<file path="src/hw/csr_pkg.sv">
// Constants, codes and types shared by the charger status readout block
package csr_pkg;

  // ==========================================================================
  // Register offsets on the register port
  localparam logic [7:0] ADDR_SILICON_REVISION = 8'h00;
  localparam logic [7:0] ADDR_THERMAL_CHARGE_STATUS = 8'h01;
  localparam logic [7:0] ADDR_INPUT_CHARGER_FLAGS = 8'h02;

  // ==========================================================================
  // Reset values
  // Revision value is arbitrary; the real one is set per tape-out
  localparam logic [7:0] HW_REV_DEFAULT = 8'h01;
  localparam logic [7:0] STATUS_RESET = 8'h00;
  localparam logic [7:0] RDATA_RESET = 8'h00;
  localparam logic [5:0] SYNC_RESET = 6'h00;
  localparam logic [2:0] ZONE_RESET = 3'h0;
  localparam logic [2:0] CHG_RESET = 3'h0;

  // ==========================================================================
  // Field positions
  localparam int ZONE_LSB = 3;
  localparam int ZONE_MSB = 5;
  localparam int CHG_LSB = 0;
  localparam int CHG_MSB = 2;
  localparam int FLAG_INPUT_CURRENT_LIMIT_FLAG = 5;
  localparam int FLAG_OVP = 4;
  localparam int FLAG_VALID = 3;
  localparam int FLAG_TSD = 2;
  localparam int FLAG_TREG = 1;
  localparam int FLAG_TMO = 0;
  localparam int UNUSED_MSB = 7;
  localparam int UNUSED_LSB = 6;

  // Thermistor comparator positions, one bit per threshold exceeded
  localparam int CMP_DIS = 4;
  localparam int CMP_COLD = 3;
  localparam int CMP_COOL = 2;
  localparam int CMP_WARM = 1;
  localparam int CMP_HOT = 0;

  // Synchroniser depth, settle cycles and the thermistor enable off value
  localparam int SYNC_STAGES = 2;
  localparam logic [1:0] SETTLE_CYCLES = 2'h3;
  localparam logic [1:0] THM_EN_OFF = 2'h0;

  // ==========================================================================
  // Field encodings
  typedef logic [2:0] csr_code_t;
  localparam csr_code_t ZONE_COLD = 3'h0;
  localparam csr_code_t ZONE_COOL = 3'h1;
  localparam csr_code_t ZONE_ROOM = 3'h2;
  localparam csr_code_t ZONE_WARM = 3'h3;
  localparam csr_code_t ZONE_HOT = 3'h4;
  localparam csr_code_t ZONE_NO_THM = 3'h5;
  localparam csr_code_t ZONE_MON_OFF = 3'h6;
  localparam csr_code_t ZONE_HRV_OFF = 3'h7;

  localparam csr_code_t CHG_CODE_OFF = 3'h0;
  localparam csr_code_t CHG_CODE_TEMP_SUSP = 3'h1;
  localparam csr_code_t CHG_CODE_PRECHG = 3'h2;
  localparam csr_code_t CHG_CODE_FAST_CC = 3'h3;
  localparam csr_code_t CHG_CODE_FAST_CV = 3'h4;
  localparam csr_code_t CHG_CODE_MAINTAIN = 3'h5;
  localparam csr_code_t CHG_CODE_MAINT_DONE = 3'h6;
  localparam csr_code_t CHG_CODE_FAULT = 3'h7;

  // One-hot state vector presented by the charger controller
  typedef enum logic [7:0] {
    CHG_ST_OFF = 8'h01,
    CHG_ST_TEMP_SUSP = 8'h02,
    CHG_ST_PRECHG = 8'h04,
    CHG_ST_FAST_CC = 8'h08,
    CHG_ST_FAST_CV = 8'h10,
    CHG_ST_MAINTAIN = 8'h20,
    CHG_ST_MAINT_DONE = 8'h40,
    CHG_ST_FAULT = 8'h80
  } csr_chg_state_t;

endpackage

</file>
<file path="src/hw/csr_thm_if.sv">
// Thermistor monitor signals passed from the readout top to the zone encoder
`timescale 1ns/100ps

interface csr_thm_if;
  logic [4:0] above;
  logic charger_input_supply_present;
  logic [1:0] chg_thm_en;
  logic [1:0] hrv_thm_en;
  csr_pkg::csr_code_t zone;

  modport drv (output above, output charger_input_supply_present, output chg_thm_en, output hrv_thm_en, input zone);
  modport enc (input above, input charger_input_supply_present, input chg_thm_en, input hrv_thm_en, output zone);
endinterface

</file>
<file path="src/hw/csr_status_top.sv">
// Read-only revision, thermistor, charger state and input flag registers
//
// Contract
// RULE1 - Offset zero reads a fixed 8-bit hardware revision code in bits 7:0.
// RULE2 - Zone field bits 5:3 report cold, cool, room, warm, hot as 000 to 100.
// RULE3 - Zone field reads 101 when thermistor voltage exceeds the disconnect threshold.
// RULE4 - Zone reads 110 when the active monitor path has both enables off.
// RULE5 - Zone reads 111 without input, charger enable on, harvester enable off.
// RULE6 - Charger field bits 2:0 read 000 off, 001 temperature suspend, 010 precharge.
// RULE7 - Charger field reads 011 CC, 100 CV, 101 maintain, 110 done, 111 fault.
// RULE8 - Flags bit 5 shows input current limit active.
// RULE9 - Flags bit 4 shows input overvoltage detected.
// RULE10 - Flags bit 3 shows input present and inside its valid range.
// RULE11 - Flags bit 2 shows charger disabled by the temperature profile.
// RULE12 - Flags bit 1 shows temperature profile reducing charge current or voltage.
// RULE13 - Flags bit 0 shows charger time-out reached.
// RULE14 - Writes are ignored; bits 7 and 6 of both status registers read zero.
`timescale 1ns/100ps

module csr_status_top #(
  parameter logic [7:0] P_HW_REV = csr_pkg::HW_REV_DEFAULT
) (
  // Clock and reset
  input wire logic i_sys_clk,
  input wire logic i_rst,
  // Register port from the serial interface engine
  input wire logic [7:0] i_reg_addr,
  input wire logic i_reg_rd_en,
  input wire logic i_reg_wr_en,
  input wire logic [7:0] i_reg_wdata,
  output logic [7:0] o_reg_rdata,
  output logic o_reg_rd_valid,
  // Thermistor comparators from the analog monitor
  input wire logic i_thm_above_disconnect,
  input wire logic i_thm_above_cold,
  input wire logic i_thm_above_cool,
  input wire logic i_thm_above_warm,
  input wire logic i_thm_above_hot,
  // Thermistor enables from configuration registers
  input wire logic [1:0] i_charger_thermistor_enable,
  input wire logic [1:0] i_harvester_thermistor_enable,
  // Charger input protection status from the analog front end
  input wire logic i_charger_input_supply_present,
  input wire logic i_input_current_limit,
  input wire logic i_input_overvoltage,
  input wire logic i_input_valid,
  // Charger controller status
  input wire logic i_temp_profile_shutdown,
  input wire logic i_temp_profile_reduction,
  input wire logic i_charge_timeout,
  input wire logic [7:0] i_charger_state_onehot
);

  // ==========================================================================
  // Functions

  // Malformed one-hot vectors read as a fault so software never sees a benign code
  function automatic csr_pkg::csr_code_t chg_code(input logic [7:0] st);
    csr_pkg::csr_code_t code;
    code = csr_pkg::CHG_CODE_FAULT;
    unique case (st)
      csr_pkg::CHG_ST_OFF: code = csr_pkg::CHG_CODE_OFF; // RULE6
      csr_pkg::CHG_ST_TEMP_SUSP: code = csr_pkg::CHG_CODE_TEMP_SUSP; // RULE6
      csr_pkg::CHG_ST_PRECHG: code = csr_pkg::CHG_CODE_PRECHG; // RULE6
      csr_pkg::CHG_ST_FAST_CC: code = csr_pkg::CHG_CODE_FAST_CC; // RULE7
      csr_pkg::CHG_ST_FAST_CV: code = csr_pkg::CHG_CODE_FAST_CV; // RULE7
      csr_pkg::CHG_ST_MAINTAIN: code = csr_pkg::CHG_CODE_MAINTAIN; // RULE7
      csr_pkg::CHG_ST_MAINT_DONE: code = csr_pkg::CHG_CODE_MAINT_DONE; // RULE7
      csr_pkg::CHG_ST_FAULT: code = csr_pkg::CHG_CODE_FAULT; // RULE7
      default: code = csr_pkg::CHG_CODE_FAULT; // RULE7
    endcase
    return code;
  endfunction

  // ==========================================================================
  // Declarations
  logic [5:0] flag_s1;
  logic [5:0] flag_s2;
  logic [5:0] thm_s1;
  logic [5:0] thm_s2;
  csr_pkg::csr_code_t chg_state;
  logic [7:0] thermal_charge_status;
  logic [7:0] input_charger_flags;
  logic [7:0] next_rdata;
  logic [1:0] settle_cnt;
  logic settled;

  csr_thm_if thm ();

  // ==========================================================================
  // Input synchronisers
  // Analog comparators toggle with no relation to the clock, so every pin takes
  // two flops; only the second stage is read by anything else.
  always_ff @(posedge i_sys_clk or posedge i_rst) begin
    if (i_rst) begin
      flag_s1 <= csr_pkg::SYNC_RESET;
      flag_s2 <= csr_pkg::SYNC_RESET;
      thm_s1 <= csr_pkg::SYNC_RESET;
      thm_s2 <= csr_pkg::SYNC_RESET;
    end else begin
      flag_s1 <= {i_input_current_limit, i_input_overvoltage, i_input_valid,
                  i_temp_profile_shutdown, i_temp_profile_reduction, i_charge_timeout};
      flag_s2 <= flag_s1;
      thm_s1 <= {i_charger_input_supply_present, i_thm_above_disconnect, i_thm_above_cold,
                 i_thm_above_cool, i_thm_above_warm, i_thm_above_hot};
      thm_s2 <= thm_s1;
    end
  end

  // ==========================================================================
  // Thermistor zone encoder
  // Enables come from registers on this clock and need no synchroniser
  assign thm.above = thm_s2[4:0];
  assign thm.charger_input_supply_present = thm_s2[5];
  assign thm.chg_thm_en = i_charger_thermistor_enable;
  assign thm.hrv_thm_en = i_harvester_thermistor_enable;

  csr_thm_zone u_thm_zone (
    .i_sys_clk (i_sys_clk),
    .i_rst (i_rst),
    .thm (thm.enc)
  );

  // ==========================================================================
  // Charger state capture
  // The controller shares this clock, so its state is registered directly
  always_ff @(posedge i_sys_clk or posedge i_rst) begin
    if (i_rst) begin
      chg_state <= csr_pkg::CHG_RESET;
    end else begin
      chg_state <= chg_code(i_charger_state_onehot); // RULE6 RULE7
    end
  end

  // Zone and charger fields; bits above them are tied low
  always_comb begin
    thermal_charge_status = csr_pkg::STATUS_RESET; // RULE14
    thermal_charge_status[csr_pkg::ZONE_MSB:csr_pkg::ZONE_LSB] = thm.zone; // RULE2
    thermal_charge_status[csr_pkg::CHG_MSB:csr_pkg::CHG_LSB] = chg_state; // RULE6
  end

  // ==========================================================================
  // Input and charger flags
  // Flags are reported raw; their validity depends on the input flags and the
  // charger enable, which software must check before trusting them.
  always_ff @(posedge i_sys_clk or posedge i_rst) begin
    if (i_rst) begin
      input_charger_flags <= csr_pkg::STATUS_RESET;
    end else begin
      input_charger_flags[csr_pkg::UNUSED_MSB:csr_pkg::UNUSED_LSB] <= 2'h0; // RULE14
      input_charger_flags[csr_pkg::FLAG_INPUT_CURRENT_LIMIT_FLAG] <= flag_s2[csr_pkg::FLAG_INPUT_CURRENT_LIMIT_FLAG]; // RULE8
      input_charger_flags[csr_pkg::FLAG_OVP] <= flag_s2[csr_pkg::FLAG_OVP]; // RULE9
      input_charger_flags[csr_pkg::FLAG_VALID] <= flag_s2[csr_pkg::FLAG_VALID]; // RULE10
      input_charger_flags[csr_pkg::FLAG_TSD] <= flag_s2[csr_pkg::FLAG_TSD]; // RULE11
      input_charger_flags[csr_pkg::FLAG_TREG] <= flag_s2[csr_pkg::FLAG_TREG]; // RULE12
      input_charger_flags[csr_pkg::FLAG_TMO] <= flag_s2[csr_pkg::FLAG_TMO]; // RULE13
    end
  end

  // ==========================================================================
  // Register read port
  // Read mux; unmapped offsets read zero
  always_comb begin
    unique case (i_reg_addr)
      csr_pkg::ADDR_SILICON_REVISION: next_rdata = P_HW_REV; // RULE1
      csr_pkg::ADDR_THERMAL_CHARGE_STATUS: next_rdata = thermal_charge_status;
      csr_pkg::ADDR_INPUT_CHARGER_FLAGS: next_rdata = input_charger_flags;
      default: next_rdata = csr_pkg::RDATA_RESET;
    endcase
  end

  // Read data holds until the next read; the write strobe and data never reach
  // any storage, so a write has no effect and gets no answer
  always_ff @(posedge i_sys_clk or posedge i_rst) begin
    if (i_rst) begin
      o_reg_rdata <= csr_pkg::RDATA_RESET;
      o_reg_rd_valid <= 1'b0;
    end else begin
      o_reg_rd_valid <= i_reg_rd_en; // RULE14
      if (i_reg_rd_en) begin
        o_reg_rdata <= next_rdata;
      end
    end
  end

  // ==========================================================================
  // Check helpers
  // Counts cycles after reset until the synchroniser chain is filled with pin values
  always_ff @(posedge i_sys_clk or posedge i_rst) begin
    if (i_rst) begin
      settle_cnt <= 2'h0;
    end else if (settle_cnt != csr_pkg::SETTLE_CYCLES) begin
      settle_cnt <= settle_cnt + 2'h1;
    end
  end

  assign settled = (settle_cnt == csr_pkg::SETTLE_CYCLES);

  // ==========================================================================
  // Checks
  a_rev_readback: assert property ( // RULE1
    @(posedge i_sys_clk) disable iff (i_rst)
    (i_reg_rd_en && i_reg_addr == csr_pkg::ADDR_SILICON_REVISION)
      |=> (o_reg_rd_valid && o_reg_rdata == P_HW_REV))
    else $error("Revision read returned wrong value");

  a_zone_readback: assert property ( // RULE2
    @(posedge i_sys_clk) disable iff (i_rst)
    (i_reg_rd_en && i_reg_addr == csr_pkg::ADDR_THERMAL_CHARGE_STATUS)
      |=> (o_reg_rdata[csr_pkg::ZONE_MSB:csr_pkg::ZONE_LSB] == $past(thm.zone)))
    else $error("Zone field not read back");

  a_chg_precharge: assert property ( // RULE6
    @(posedge i_sys_clk) disable iff (i_rst)
    (i_charger_state_onehot == csr_pkg::CHG_ST_PRECHG)
      |=> (thermal_charge_status[csr_pkg::CHG_MSB:csr_pkg::CHG_LSB] == csr_pkg::CHG_CODE_PRECHG))
    else $error("Precharge code wrong");

  a_chg_fault_code: assert property ( // RULE7
    @(posedge i_sys_clk) disable iff (i_rst)
    ($countones(i_charger_state_onehot) != 1 || i_charger_state_onehot == csr_pkg::CHG_ST_FAULT)
      |=> (chg_state == csr_pkg::CHG_CODE_FAULT))
    else $error("Fault code not reported");

  // Remaining charger codes, one check per state of the one-hot vector
  a_chg_off_code: assert property ( // RULE6
    @(posedge i_sys_clk) disable iff (i_rst)
    (i_charger_state_onehot == csr_pkg::CHG_ST_OFF) |=> (chg_state == csr_pkg::CHG_CODE_OFF))
    else $error("Charger off code wrong");

  a_chg_temp_susp: assert property ( // RULE6
    @(posedge i_sys_clk) disable iff (i_rst)
    (i_charger_state_onehot == csr_pkg::CHG_ST_TEMP_SUSP) |=> (chg_state == csr_pkg::CHG_CODE_TEMP_SUSP))
    else $error("Temperature suspend code wrong");

  a_chg_fast_cc: assert property ( // RULE7
    @(posedge i_sys_clk) disable iff (i_rst)
    (i_charger_state_onehot == csr_pkg::CHG_ST_FAST_CC) |=> (chg_state == csr_pkg::CHG_CODE_FAST_CC))
    else $error("Constant current code wrong");

  a_chg_fast_cv: assert property ( // RULE7
    @(posedge i_sys_clk) disable iff (i_rst)
    (i_charger_state_onehot == csr_pkg::CHG_ST_FAST_CV) |=> (chg_state == csr_pkg::CHG_CODE_FAST_CV))
    else $error("Constant voltage code wrong");

  a_chg_maintain_code: assert property ( // RULE7
    @(posedge i_sys_clk) disable iff (i_rst)
    (i_charger_state_onehot == csr_pkg::CHG_ST_MAINTAIN) |=> (chg_state == csr_pkg::CHG_CODE_MAINTAIN))
    else $error("Maintain code wrong");

  a_chg_maint_done: assert property ( // RULE7
    @(posedge i_sys_clk) disable iff (i_rst)
    (i_charger_state_onehot == csr_pkg::CHG_ST_MAINT_DONE) |=> (chg_state == csr_pkg::CHG_CODE_MAINT_DONE))
    else $error("Maintain timer done code wrong");

  a_flag_input_current_limit_flag: assert property ( // RULE8
    @(posedge i_sys_clk) disable iff (i_rst)
    settled |-> (input_charger_flags[csr_pkg::FLAG_INPUT_CURRENT_LIMIT_FLAG] == $past(i_input_current_limit, 3)))
    else $error("Current limit flag mismatch");

  a_flag_ovp: assert property ( // RULE9
    @(posedge i_sys_clk) disable iff (i_rst)
    settled |-> (input_charger_flags[csr_pkg::FLAG_OVP] == $past(i_input_overvoltage, 3)))
    else $error("Overvoltage flag mismatch");

  a_flag_valid: assert property ( // RULE10
    @(posedge i_sys_clk) disable iff (i_rst)
    settled |-> (input_charger_flags[csr_pkg::FLAG_VALID] == $past(i_input_valid, 3)))
    else $error("Input valid flag mismatch");

  a_flag_tsd: assert property ( // RULE11
    @(posedge i_sys_clk) disable iff (i_rst)
    settled |-> (input_charger_flags[csr_pkg::FLAG_TSD] == $past(i_temp_profile_shutdown, 3)))
    else $error("Temperature shutdown flag mismatch");

  a_flag_treg: assert property ( // RULE12
    @(posedge i_sys_clk) disable iff (i_rst)
    settled |-> (input_charger_flags[csr_pkg::FLAG_TREG] == $past(i_temp_profile_reduction, 3)))
    else $error("Temperature reduction flag mismatch");

  a_flag_tmo: assert property ( // RULE13
    @(posedge i_sys_clk) disable iff (i_rst)
    settled |-> (input_charger_flags[csr_pkg::FLAG_TMO] == $past(i_charge_timeout, 3)))
    else $error("Timeout flag mismatch");

  a_upper_bits_zero: assert property ( // RULE14
    @(posedge i_sys_clk) disable iff (i_rst)
    (i_reg_rd_en && (i_reg_addr == csr_pkg::ADDR_THERMAL_CHARGE_STATUS ||
                     i_reg_addr == csr_pkg::ADDR_INPUT_CHARGER_FLAGS))
      |=> (o_reg_rdata[csr_pkg::UNUSED_MSB:csr_pkg::UNUSED_LSB] == 2'h0))
    else $error("Reserved status bits not zero");

  a_write_ignored: assert property ( // RULE14
    @(posedge i_sys_clk) disable iff (i_rst)
    (i_reg_wr_en && !i_reg_rd_en) |=> (!o_reg_rd_valid && $stable(o_reg_rdata)))
    else $error("Write disturbed the read port");

  // Read data only moves on a read, so software can sample it late
  a_rdata_hold: assert property ( // RULE14
    @(posedge i_sys_clk) disable iff (i_rst)
    (!i_reg_rd_en) |=> $stable(o_reg_rdata))
    else $error("Read data changed without a read");

  a_flags_upper_zero: assert property ( // RULE14
    @(posedge i_sys_clk) disable iff (i_rst)
    (input_charger_flags[csr_pkg::UNUSED_MSB:csr_pkg::UNUSED_LSB] == 2'h0))
    else $error("Reserved flag bits not zero");

  a_write_data_dropped: assert property ( // RULE14
    @(posedge i_sys_clk) disable iff (i_rst)
    (i_reg_wr_en && i_reg_wdata != csr_pkg::STATUS_RESET)
      |=> (thermal_charge_status[csr_pkg::UNUSED_MSB:csr_pkg::UNUSED_LSB] == 2'h0))
    else $error("Write data reached a status bit");

endmodule

</file>
<file path="src/hw/csr_thm_zone.sv">
// Thermistor zone encoder feeding the zone field of the status register
`timescale 1ns/100ps

module csr_thm_zone (
  // Clock and reset
  input wire logic i_sys_clk,
  input wire logic i_rst,
  // Synchronised monitor inputs and registered zone
  csr_thm_if.enc thm
);

  // ==========================================================================
  // Zone decision
  csr_pkg::csr_code_t next_zone;

  // Disable cases outrank the comparators, since a disabled monitor has stale comparators
  always_comb begin
    if (thm.charger_input_supply_present && thm.chg_thm_en == csr_pkg::THM_EN_OFF) begin
      next_zone = csr_pkg::ZONE_MON_OFF; // RULE4
    end else if (!thm.charger_input_supply_present && thm.chg_thm_en == csr_pkg::THM_EN_OFF &&
                 thm.hrv_thm_en == csr_pkg::THM_EN_OFF) begin
      next_zone = csr_pkg::ZONE_MON_OFF; // RULE4
    end else if (!thm.charger_input_supply_present && thm.hrv_thm_en == csr_pkg::THM_EN_OFF) begin
      next_zone = csr_pkg::ZONE_HRV_OFF; // RULE5
    end else if (thm.above[csr_pkg::CMP_DIS]) begin
      next_zone = csr_pkg::ZONE_NO_THM; // RULE3
    end else if (thm.above[csr_pkg::CMP_COLD]) begin
      next_zone = csr_pkg::ZONE_COLD; // RULE2
    end else if (thm.above[csr_pkg::CMP_COOL]) begin
      next_zone = csr_pkg::ZONE_COOL; // RULE2
    end else if (thm.above[csr_pkg::CMP_WARM]) begin
      next_zone = csr_pkg::ZONE_ROOM; // RULE2
    end else if (thm.above[csr_pkg::CMP_HOT]) begin
      next_zone = csr_pkg::ZONE_WARM; // RULE2
    end else begin
      next_zone = csr_pkg::ZONE_HOT; // RULE2
    end
  end

  // Zone register
  always_ff @(posedge i_sys_clk or posedge i_rst) begin
    if (i_rst) begin
      thm.zone <= csr_pkg::ZONE_RESET;
    end else begin
      thm.zone <= next_zone;
    end
  end

  // ==========================================================================
  // Checks
  a_zone_hot_room: assert property ( // RULE2
    @(posedge i_sys_clk) disable iff (i_rst)
    (thm.charger_input_supply_present && thm.chg_thm_en != csr_pkg::THM_EN_OFF && thm.above == 5'h03)
      |=> (thm.zone == csr_pkg::ZONE_ROOM))
    else $error("Room zone not reported");

  a_zone_no_thm: assert property ( // RULE3
    @(posedge i_sys_clk) disable iff (i_rst)
    (thm.charger_input_supply_present && thm.chg_thm_en != csr_pkg::THM_EN_OFF && thm.above[csr_pkg::CMP_DIS])
      |=> (thm.zone == csr_pkg::ZONE_NO_THM))
    else $error("Missing thermistor not reported");

  a_zone_mon_off: assert property ( // RULE4
    @(posedge i_sys_clk) disable iff (i_rst)
    (thm.chg_thm_en == csr_pkg::THM_EN_OFF &&
     (thm.charger_input_supply_present || thm.hrv_thm_en == csr_pkg::THM_EN_OFF))
      |=> (thm.zone == csr_pkg::ZONE_MON_OFF))
    else $error("Disabled monitor code wrong");

  a_zone_hrv_off: assert property ( // RULE5
    @(posedge i_sys_clk) disable iff (i_rst)
    (!thm.charger_input_supply_present && thm.chg_thm_en != csr_pkg::THM_EN_OFF &&
     thm.hrv_thm_en == csr_pkg::THM_EN_OFF)
      |=> (thm.zone == csr_pkg::ZONE_HRV_OFF))
    else $error("Harvester-off code wrong");

endmodule

</file>
<file path="config.mk">
export PLATFORM = sky130hd
export DESIGN_NAME = csr_status_top
export DESIGN_NICKNAME = d
export VERILOG_FILES = /design/src/hw/csr_pkg.sv /design/src/hw/csr_thm_if.sv /design/src/hw/csr_status_top.sv /design/src/hw/csr_thm_zone.sv
export SDC_FILE = /design/constraint.sdc
export NUM_CORES = 1
export LEC_CHECK = 0
export BUFFER_PORTS_ARGS = -buffer_cell sky130_fd_sc_hd__buf_2
export CAP_MARGIN = 15
export CORE_ASPECT_RATIO = 1.25
export CORE_MARGIN = 3
export CORE_UTILIZATION = 43
export CTS_CLUSTER_SIZE = 28
export DETAILED_ROUTE_END_ITERATION = 7
export PLACE_DENSITY = 0.74
export SLEW_MARGIN = 30
export SYNTH_ARGS = -nofsm -noshare
export SYNTH_HDL_FRONTEND = slang
export SYNTH_SLANG_ARGS = --single-unit
</file>
<file path="constraint.sdc">
create_clock -name i_sys_clk -period 1.15 [get_ports i_sys_clk]
set_input_delay 0.1725 -clock i_sys_clk [delete_from_list [all_inputs] [get_ports i_sys_clk]]
set_output_delay 0.1725 -clock i_sys_clk [all_outputs]
set_load 0.03 [all_outputs]
</file>
Word-level counts from Yosys, hierarchy flattened
Cells that the tools add are included.
Operators by class
  add/subtract/negate cells: 0
  multipliers: 0
  divide/modulo/power cells: 0
  order comparisons: 0
  equality and inequality tests: 9
  shifts and indexed selects: 0
  muxes and demuxes: 10
  bitwise operators: 0
  reduce and logical (&&, ||, !) cells: 8
Operators by type and width (number)
  3-bit two-way mux: 8
  3-bit case mux with 7 select lines: 1
  6-bit case mux with 3 select lines: 1
  8-bit by 1-bit equality test with 1-bit output, second input constant: 2
  8-bit by 2-bit equality test with 1-bit output, second input constant: 2
  8-bit by 3-bit equality test with 1-bit output, second input constant: 1
  8-bit by 4-bit equality test with 1-bit output, second input constant: 1
  8-bit by 5-bit equality test with 1-bit output, second input constant: 1
  8-bit by 6-bit equality test with 1-bit output, second input constant: 1
  8-bit by 7-bit equality test with 1-bit output, second input constant: 1
  8-bit logical NOT: 1
  1-bit logical AND: 4
  2-bit logical NOT: 2
  1-bit logical NOT: 1
Word-level totals
  register bits after elaboration: 45
  latch bits: 0
  memory bits (writable): 0
  bits in read-only memories: 0
  bits of input ports: 44
  output and inout port bits: 9
  word-level logic and storage cells: 36
  memories: 0

Depth between registers and ports, before layout
Gate-level depths: netlist of the first run.
  word-level depth: 8
  gate-level depth with buffers: 4
  depth with buffers taken out: 3

Cells and area by module
A second synthesis of the first run with hierarchy kept.
Second synthesis, totals
  cell total of the unflattened synthesis: 109
  area, all modules: 1496.4 um2
Modules (own cells, without submodules)
  csr_status_top: instances 1, cells an instance 91, area an instance 1330.0 um2, sequential area each 1001.0 um2
  csr_thm_zone: instances 1, cells an instance 18, area an instance 166.4 um2, sequential area each 75.1 um2

Worst setup path after synthesis of the first run
No wires, ideal clock.
  kind: input to register
  start point: input port i_charger_state_onehot[5]
  end point: register chg_state[0]
  library setup time: 0.126 ns
  arrival time: 1.193 ns
  data required time: 1.024 ns
  path slack: -0.169 ns
  stages on the path: 3
  path buffers: 0
  cells stage by stage: nor4_4 or4b_1 a221o_1
Between the ends
  longest elaborated chain between the ends: 2
  elaborated cells on any way between the ends: 8
  those cells by class: eq/ne: 7; mux: 1
Ends and longest elaborated chain
  start: declaration: line csr_status_top.sv:51  | input wire logic [7:0] i_charger_state_onehot
  8-bit by 7-bit equality test with 1-bit output (tied with other cells): line csr_status_top.sv:61  | unique case (st)
  3-bit case mux with 7 select lines (*): line csr_status_top.sv:61
  end signal: assignment: line csr_status_top.sv:129  | chg_state <= csr_pkg::CHG_RESET;
  end signal: assignment: line csr_status_top.sv:131  | chg_state <= chg_code(i_charger_state_onehot);
  end: declaration: line csr_status_top.sv:81  | csr_pkg::csr_code_t chg_state;
Every way passes the cells marked *; elsewhere a longest branch is shown, timed or not.
A chain may end at the register's enable or synchronous reset.

Worst setup path in the final report of the first run
Ends and elaborated chain as after synthesis.

==> impl_metrics.ini, run 1 <==
[status]
status = complete, but fails checks
violations = negative setup slack

[setup_path]
endpoint_kind = register
critPathRequiredTime_ns = 1.33
path_max_fanout = 2
crit_type = input port to register
r2r_slack_ns = 0.03
reg2reg_to = u_thm_zone.thm.zone[0]
reg2reg_depth = 3
critical_path_arrival_ns = 1.33
worstSetupStartpoint = i_charger_state_onehot[5]
crit_path_start_kind = input port
reg2reg_from = thm_s2[0]

[hold_path]
worstHoldPathCells = 3
hold_class = input port to register
min_from = i_harvester_thermistor_enable[0]
holdPathEnd = u_thm_zone.thm.zone[0]

[pwr]
power_frac_comb_pct = 9.7
p_int_mw = 2.27
sw_frac_of_total_pct = 21.4
clkPwrFrac_pct = 34.9
leakage_nw = 0.969
cellPowerDensity_nw_per_um2 = 1390
pwr-share-seq_pct = 55.5
power_switching_mw = 0.619
vdd_drop_max_mv = 1.26

[global_routing]
grt_usage_pct = 15.0
grt_pass1_vias = 1157
grt_max_degree = 44
antenna_found_initial = 0
top_usage_layer = met2
grt_pass1_wl_um = 4630
grt_use_met3_pct = 5.23
grt_use_met2_pct = 27.8
grtUsageMet1_pct = 13.3
overflow = 0

[yosys]
netlist_top_cells_area = dfrtp_1 73%, a22oi_1 2.6%, o31ai_1 2.6%, nand2_1 2.0%, nor3_1 1.7%
syn_area_um2 = 1470
synth_warnings = 0
synth_area_leader_cell = dfrtp_1
synth_cell_types = 28
yosysTopAreaCellShare_pct = 73.2
avgSynthCellArea_um2 = 14.0
syn_inst = 105
ys_ff_latch = 43
synth_seq_area_share_pct = 73.2

[timing]
worst_slack_ns = -0.00215
skew_ns = 0.00362
drv_slew = 0
post-route-period-util_pct = 100
period_needed_ns = 1.15
max_freq_mhz = 868
hold_violations = 0
setup_violations = 1

[placement]
dpl-instance-area_um2 = 1810
io_buffers = 41
hpwlAfterDp_um = 1960
place.gp.congestion = 0.688
place_ws_ns = -0.312

[job]
cap_violations = 0

[finish]
syn_to_final_growth_pct = 41.1
diodes = 0
fill_cells = 260
fin_nets = 221
drive_gt1_share_pct = 36.0
post-route-cell-area_um2 = 2070
final_common_cell = dfrtp_1
most-common-layout-cells = 43 x dfrtp_1, 39 x buf_2, 14 x dlygate4sd3_1

[drt]
via_per_inst = 4.97
vias = 1068
ant_nets = 0
first_iter_violations = 22
routed_wl_um = 2830
wl_per_cell_um = 13.2
drc = 0
firstDrtPassIters = 4

[die]
die_y_um = 71.4
core_um2 = 3250
io_pins = 53
start_util_pct = 45.2
fp.dieArea_um2 = 4160
rows = 23
dieWidth_um = 58.3

[clocking]
cts_buffer_depth = 2
clkSinkCount = 43
h-tree-depth = 2
path_clk_slew_ns = 0.07
cts_root_buffer = clkbuf_8
cts_tree = built
numCtsBuffers = 5
clock_latency_ns = 0.29
## cells in the mapped netlist
cell type / number
nand3b_1: 1
o31ai_1: 5
nor4_1: 2
xor2_1: 2
conb_1: 1
a211o_1: 1
nor2_1: 6
a22oi_1: 5
o21ai_0: 1
nor3_1: 5
clkbuf_1: 1
o21bai_1: 1
o22ai_1: 1
or4b_1: 1
nand2_1: 8
xnor2_1: 2
dfrtp_1: 43
nand3_1: 1
nor2b_1: 3
a221o_1: 1
o41ai_1: 2
nor4_4: 1
a21oi_1: 2
buf_4: 2
nor4b_1: 2
inv_1: 3
a21boi_0: 1
nor3b_1: 1
## worst max-delay path, stage by stage
cell	delay, ns
buf_6	0.10
nor4_4	0.28
or4b_4	0.48
a221o_1	0.30
## metal layers
metal | routed length (µm) | vias up
met1 | 976 | 507
met2 | 1610 | 40
met4 | 82 | 0
li1 | - | 513
met3 | 165 | 8
met5 | 0 | -
## timing repair
action                                 4_1_cts  5_1_grt
buffers inserted                             0        1
endpoints found under the hold margin       56        0
gates resized for setup                      0        6
hold buffers                                14        0
setup endpoints to repair                    0        2
## flip-flops by register name, indices dropped and copies added (netlist names)
register and flops:
flag_s1 6, flag_s2 6, input_charger_flags 6, o_reg_rdata 6
thm_s1 6, thm_s2 6, chg_state 3, u_thm_zone.thm.zone 3
o_reg_rd_valid 1
## per-stage QoR
step / utilization [%] / hold WS, ns / power (mW) / instances / TNS, ns
3_3_place_gp: 55.5 / 0.228 / 1.85 / 192 / -0.341
3_5_place_dp: 55.5 / 0.235 / 1.87 / 192 / -0.738
6_report: 63.8 / 0.208 / 2.89 / 215 / -0.00215
2_1_floorplan: - / 0.170 / 1.73 / 106 / -0.143
5_1_grt: 63.8 / 0.200 / 3.03 / 215 / -0.0110
4_1_cts: 62.9 / 0.202 / 2.91 / 214 / 0
## logic make-up (layout without fill, tap and decap cells)
logic type / Yosys count / in the layout / share of synthesized area (%)
xor+xnor: 4 / 4 / 2.38
other cells: 1 / 2 / 0.255
compound gates: 20 / 20 / 10.0
flops: 43 / 43 / 73.2
simple gates: 31 / 31 / 12.1
buf+inv: 6 / 78 / 2.04
## power by group through the flow
stage | Combinational, mW | Sequential, mW | Clock (mW)
2_1_floorplan | 0.105 | 1.63 | 0
3_3_place_gp | 0.220 | 1.63 | 0
3_5_place_dp | 0.234 | 1.63 | 0
4_1_cts | 0.271 | 1.60 | 1.04
5_1_grt | 0.310 | 1.61 | 1.11
6_report | 0.280 | 1.60 | 1.01
## worst max-delay path by stage
stage                     slack (ns)  cells past startpoint           end
after floorplan                -0.14                      3  chg_state[0]
after global placement         -0.27                      4  chg_state[0]
after detailed placement       -0.31                      4  chg_state[0]
after CTS                     0.0005                      4  chg_state[0]
after global routing           -0.01                      4  chg_state[0]
final                         -0.002                      4  chg_state[0]
## layout make-up
cell class | count | area [µm²] | area share [%]
well taps | 37 | 46.3 | 2.23
repair buffers | 67 | 460 | 22.2
flip-flops and latches | 43 | 1080 | 51.9
clock buffers | 8 | 100 | 4.83
multi-input cells | 57 | 377 | 18.2
inverters | 3 | 15.0 | 0.724
(Power assumes the default switching activity.)
==> run 2: changes to the inputs <==
--- a/config.mk
+++ b/config.mk
@@ -9,10 +9,12 @@
 export CAP_MARGIN = 15
 export CORE_ASPECT_RATIO = 1.25
 export CORE_MARGIN = 3
-export CORE_UTILIZATION = 43
+export CORE_UTILIZATION = 45
+export CTS_BUF_LIST = sky130_fd_sc_hd__clkbuf_4 sky130_fd_sc_hd__clkbuf_8
 export CTS_CLUSTER_SIZE = 28
 export DETAILED_ROUTE_END_ITERATION = 7
-export PLACE_DENSITY = 0.74
+export PLACE_DENSITY = 0.76
+export SETUP_SLACK_MARGIN = 0.15
 export SLEW_MARGIN = 30
 export SYNTH_ARGS = -nofsm -noshare
 export SYNTH_HDL_FRONTEND = slang
==> impl_metrics.ini, run 2 (synthesized netlist as in run 1, its figures left out) <==
[timing]
post-route-period-util_pct = 96.0
drv_slew = 0
period_needed_ns = 1.10
whs_ns = 0.133
setup_violations = 0
max_freq_mhz = 905
grt_setup_unrepaired = yes
hold_violations = 0
skew_ns = 0.00808

[hold_path]
worstHoldPathCells = 3
hold_class = input port to register
min_from = i_charger_thermistor_enable[0]
holdPathEnd = u_thm_zone.thm.zone[0]

[setup_path]
r2r_slack_ns = 0.17
critical_path.cell_chain = buf_6, nor4_4, or4b_4, a221o_1
crit_path_start_kind = input port
path_max_fanout = 2
critical_path_arrival_ns = 1.36
critical-path-max-stage-delay_ns = 0.49
crit_type = input port to register
reg2reg_from = thm_s2[2]
endpoint_kind = register
critPathRequiredTime_ns = 1.40
reg2reg_to = u_thm_zone.thm.zone[0]
reg2reg_depth = 3
critPathSlowestCell = or4b_4

[finish]
diodes = 0
post-route-cell-area_um2 = 2120
final_common_cell = dfrtp_1
fin_nets = 225
fin_util_pct = 69.9
syn_to_final_growth_pct = 43.9
fill_cells = 203
most-common-layout-cells = 43 x dfrtp_1, 32 x buf_2, 15 x buf_4
drive_gt1_share_pct = 38.5

[drt]
routed_wl_um = 2910
drc = 0
via_per_inst = 4.98
vias = 1085
first_iter_violations = 20
firstDrtPassIters = 4
ant_nets = 0
wl_per_cell_um = 13.4

[pwr]
sw_frac_of_total_pct = 25.1
vdd_drop_max_mv = 1.25
power_switching_mw = 0.667
power_frac_comb_pct = 10.8
leakage_nw = 0.983
clkPwrFrac_pct = 28.7
pwr-share-seq_pct = 60.5
p_int_mw = 1.99
cellPowerDensity_nw_per_um2 = 1250

[die]
die_y_um = 69.9
start_util_pct = 48.6
io_pins = 53
core_um2 = 3030
rows = 22
fp.dieArea_um2 = 3990
dieWidth_um = 57.1

[clocking]
cts_tree = built
clock_latency_ns = 0.35
cts_buffer_depth = 2
clkSinkCount = 43
path_clk_slew_ns = 0.13
numCtsBuffers = 5
cts_root_buffer = clkbuf_4
h-tree-depth = 2

[global_routing]
grt_pass1_wl_um = 4820
grt_max_degree = 27
grt_usage_pct = 15.9
antenna_found_initial = 0
overflow = 0
grt_pass1_vias = 1120

[placement]
io_buffers = 41
dpl-instance-area_um2 = 1800
place.gp.congestion = 0.698
hpwlAfterDp_um = 1990

[job]
cap_violations = 0

[status]
status = completed
[run 2: cell types whose count changed in the layout (fill, tap and decap cells not counted), sizes merged]
cell	delta
clkinv	+1
buf	+4
clkbuf	-3
inv	+2
[run 2: per-stage QoR]
stage	TNS (ns)	setup slack, ns	std cells	power [mW]
floorplan	-0.143	-0.143	106	1.73
detailed placement	-0.472	-0.357	190	1.86
global placement	-0.273	-0.273	190	1.85
global route	0	0.0152	218	2.77
finish	0	0.0456	218	2.65
CTS	0	0.0495	215	2.66
[run 2: final cells by class]
type	instances	area (µm²)	share of cell area [%]
sequential	43	1080	50.9
timing repair buffer	71	534	25.3
multi-input combinational	57	382	18.0
tap	36	45.0	2.13
clock buffer	5	37.5	1.77
clock inverter	3	26.3	1.24
inverter	3	15.0	0.710
[run 2: critical path, delay by kind of cell]
family	cells	cell delay (ns)
AO/OA/AOI/OAI	1	0.30
buffers and inverters	1	0.10
AND/OR/NAND/NOR	2	0.78
[run 2: metal layers]
layer | share of wire, % | vias up | routed length, µm | GRT usage (%)
met2 | 55 | 44 | 1600 | 27.2
met3 | 6.6 | 11 | 191 | 5.91
met4 | 2.8 | 0 | 82 | 8.76
met1 | 36 | 509 | 1040 | 16.5
li1 | - | 521 | - | -
met5 | 0 | - | 0 | 0
[run 2: what timing repair did]
| item | CTS | global route |
|---|---|---|
| setup buffers | 3 | 3 |
| hold buffers | 14 | 0 |
| setup endpoints to repair | 9 | 9 |
| gates resized for setup | 19 | 0 |
| pin swaps | 1 | 0 |
| endpoints found under the hold margin | 30 | 0 |
[run 2: power groups by stage]
stage	combinational, mW	sequential [mW]	clock [mW]
2_1_floorplan	0.105	1.63	0
3_3_place_gp	0.219	1.63	0
3_5_place_dp	0.233	1.63	0
4_1_cts	0.280	1.60	0.775
5_1_grt	0.317	1.61	0.846
6_report	0.285	1.60	0.762
[run 2: how the worst max path moves through the flow]
stage,end,start,slack (ns),depth (start not counted)
finish,chg_state[0],i_charger_state_onehot[6],0.05,4
global route,o_reg_rdata[2],o_reg_rdata[2],0.02,1
CTS,chg_state[0],i_charger_state_onehot[6],0.05,4
detailed placement,chg_state[0],i_charger_state_onehot[6],-0.36,4
global placement,chg_state[0],i_charger_state_onehot[6],-0.27,4
floorplan,chg_state[0],i_charger_state_onehot[6],-0.14,3
==> run 3: changes to the inputs <==
--- a/config.mk
+++ b/config.mk
@@ -9,11 +9,11 @@
 export CAP_MARGIN = 15
 export CORE_ASPECT_RATIO = 1.25
 export CORE_MARGIN = 3
-export CORE_UTILIZATION = 45
+export CORE_UTILIZATION = 50
 export CTS_BUF_LIST = sky130_fd_sc_hd__clkbuf_4 sky130_fd_sc_hd__clkbuf_8
 export CTS_CLUSTER_SIZE = 28
 export DETAILED_ROUTE_END_ITERATION = 7
-export PLACE_DENSITY = 0.76
+export PLACE_DENSITY = 0.8
 export SETUP_SLACK_MARGIN = 0.15
 export SLEW_MARGIN = 30
 export SYNTH_ARGS = -nofsm -noshare
==> constraint.sdc (replaced) <==
create_clock -name i_sys_clk -period 1.05 [get_ports i_sys_clk]
set_input_delay 0.1575 -clock i_sys_clk [delete_from_list [all_inputs] [get_ports i_sys_clk]]
set_output_delay 0.1575 -clock i_sys_clk [all_outputs]
set_load 0.03 [all_outputs]
==> impl_metrics.ini, run 3 (synthesized netlist as in run 1, its figures left out) <==
[status]
status = complete, but fails checks
violations = negative setup slack

[global_routing]
grt_max_degree = 44
antenna_found_initial = 0
grt_usage_pct = 20.2
overflow = 0
grt_pass1_vias = 1158
grt_pass1_wl_um = 5050

[setup_path]
critPathRequiredTime_ns = 1.29
crit_type = register to register
cp.buffers_inverters = 0
critPathSlowestCell = dfrtp_2
critical-path-max-stage-delay_ns = 0.50
path_max_fanout = 4
critical_path_arrival_ns = 1.31
endpoint_kind = register
cp_top_family = flip-flops
crit_path_start_kind = register
critical_path.cell_chain = nor2b_4, nor4_2, o22ai_1

[clocking]
numCtsBuffers = 5
path_clk_slew_ns = 0.14
clock_latency_ns = 0.35
cts_buffer_depth = 2
cts_root_buffer = clkbuf_4
clkSinkCount = 43
h-tree-depth = 2
cts_tree = built

[finish]
fin_nets = 227
fill_cells = 157
diodes = 0
syn_to_final_growth_pct = 51.0
layout.cells.non_filler = 218
drive_gt1_share_pct = 45.7
final_common_cell = dfrtp_1
most-common-layout-cells = 40 x dfrtp_1, 32 x buf_2, 16 x buf_4

[die]
io_pins = 53
die_y_um = 66.6
fp.dieArea_um2 = 3630
rows = 21
start_util_pct = 53.8
core_um2 = 2730
dieWidth_um = 54.5

[timing]
worst_slack_ns = -0.0215
post-route-period-util_pct = 102
finalSetupTns_ns = -0.0863
hold_violations = 0
max_freq_mhz = 933
setup_violations = 8
drv_slew = 0
period_needed_ns = 1.07
grt_setup_unrepaired = yes
skew_ns = 0.0108

[hold_path]
hold_class = input port to register

[job]
cap_violations = 0

[drt]
via_per_inst = 4.97
first_iter_violations = 29
firstDrtPassIters = 4
wl_per_cell_um = 14.4
drc = 0
routed_wl_um = 3130
ant_nets = 0
vias = 1084

[placement]
place_inst = 189
io_buffers = 41
hpwlAfterDp_um = 2000
place.gp.congestion = 0.677

[pwr]
leakage_nw = 1.02
vdd_drop_max_mv = 1.33
cellPowerDensity_nw_per_um2 = 1330
run 3: routing by layer:
metal | global-route usage [%] | up-vias | wire length [µm] | part of all wire (%)
li1 | - | 530 | - | -
met1 | 21.3 | 508 | 1170 | 37
met2 | 35.6 | 39 | 1730 | 55
met3 | 6.94 | 7 | 182 | 5.8
met4 | 7.48 | 0 | 52 | 1.7
met5 | 0 | - | 0 | 0
run 3: stage by stage:
| stage | area [µm²] | setup slack, ns | utilization [%] | hold slack (ns) | total power, mW |
|---|---|---|---|---|---|
| floorplan | 1500 | -0.228 | - | 0.155 | 1.90 |
| global placement | 1830 | -0.355 | 66.8 | 0.215 | 2.03 |
| detailed placement | 1830 | -0.428 | 66.8 | 0.219 | 2.05 |
| CTS | 2170 | -0.0264 | 79.5 | 0.0985 | 2.95 |
| global route | 2220 | -0.0637 | 81.2 | 0.115 | 3.10 |
| finish | 2220 | -0.0215 | 81.2 | 0.121 | 2.96 |
run 3: repair_timing:
action | in CTS | in global routing
setup buffers | 7 | 0
pin swaps | 3 | 4
setup endpoints to repair | 10 | 11
gates resized for setup | 25 | 11
hold buffers | 14 | 0
endpoints found under the hold margin | 56 | 0
run 3: report_power, final:
| group | switching (mW) | internal [mW] | total, mW |
|---|---|---|---|
| Combinational | 0.165 | 0.183 | 0.348 |
| Clock | 0.558 | 0.287 | 0.846 |
| Sequential | 0.0395 | 1.73 | 1.77 |
run 3: path summary, 6_finish.rpt:
path	slack, ns	start	to	cells after the start
worst max-delay path	-0.02	thm_s2[3]	u_thm_zone.thm.zone[0]	3
worst min-delay path	0.12	i_charger_thermistor_enable[0]	u_thm_zone.thm.zone[0]	3
worst max register to register	-0.02	thm_s2[3]	u_thm_zone.thm.zone[0]	3
worst min register to register	0.36	flag_s2[0]	input_charger_flags[0]	0
max in group asynchronous	0.47	i_rst	thm_s2[4]	4
min in group asynchronous	0.38	i_rst	input_charger_flags[5]	4
run 3: cell type report:
class	count	area, µm²	area share, %
inverter	3	15.0	0.676
clock buffer	5	37.5	1.69
multi-input combinational	57	465	21.0
sequential	43	1080	48.6
clock inverter	3	26.3	1.18
timing repair buffer	73	553	24.9
tap	34	42.5	1.92
run 3: tightest hold or removal path, stage by stage:
cell     delay, ns
buf_2         0.07
nor2_1        0.05
o22ai_1       0.15
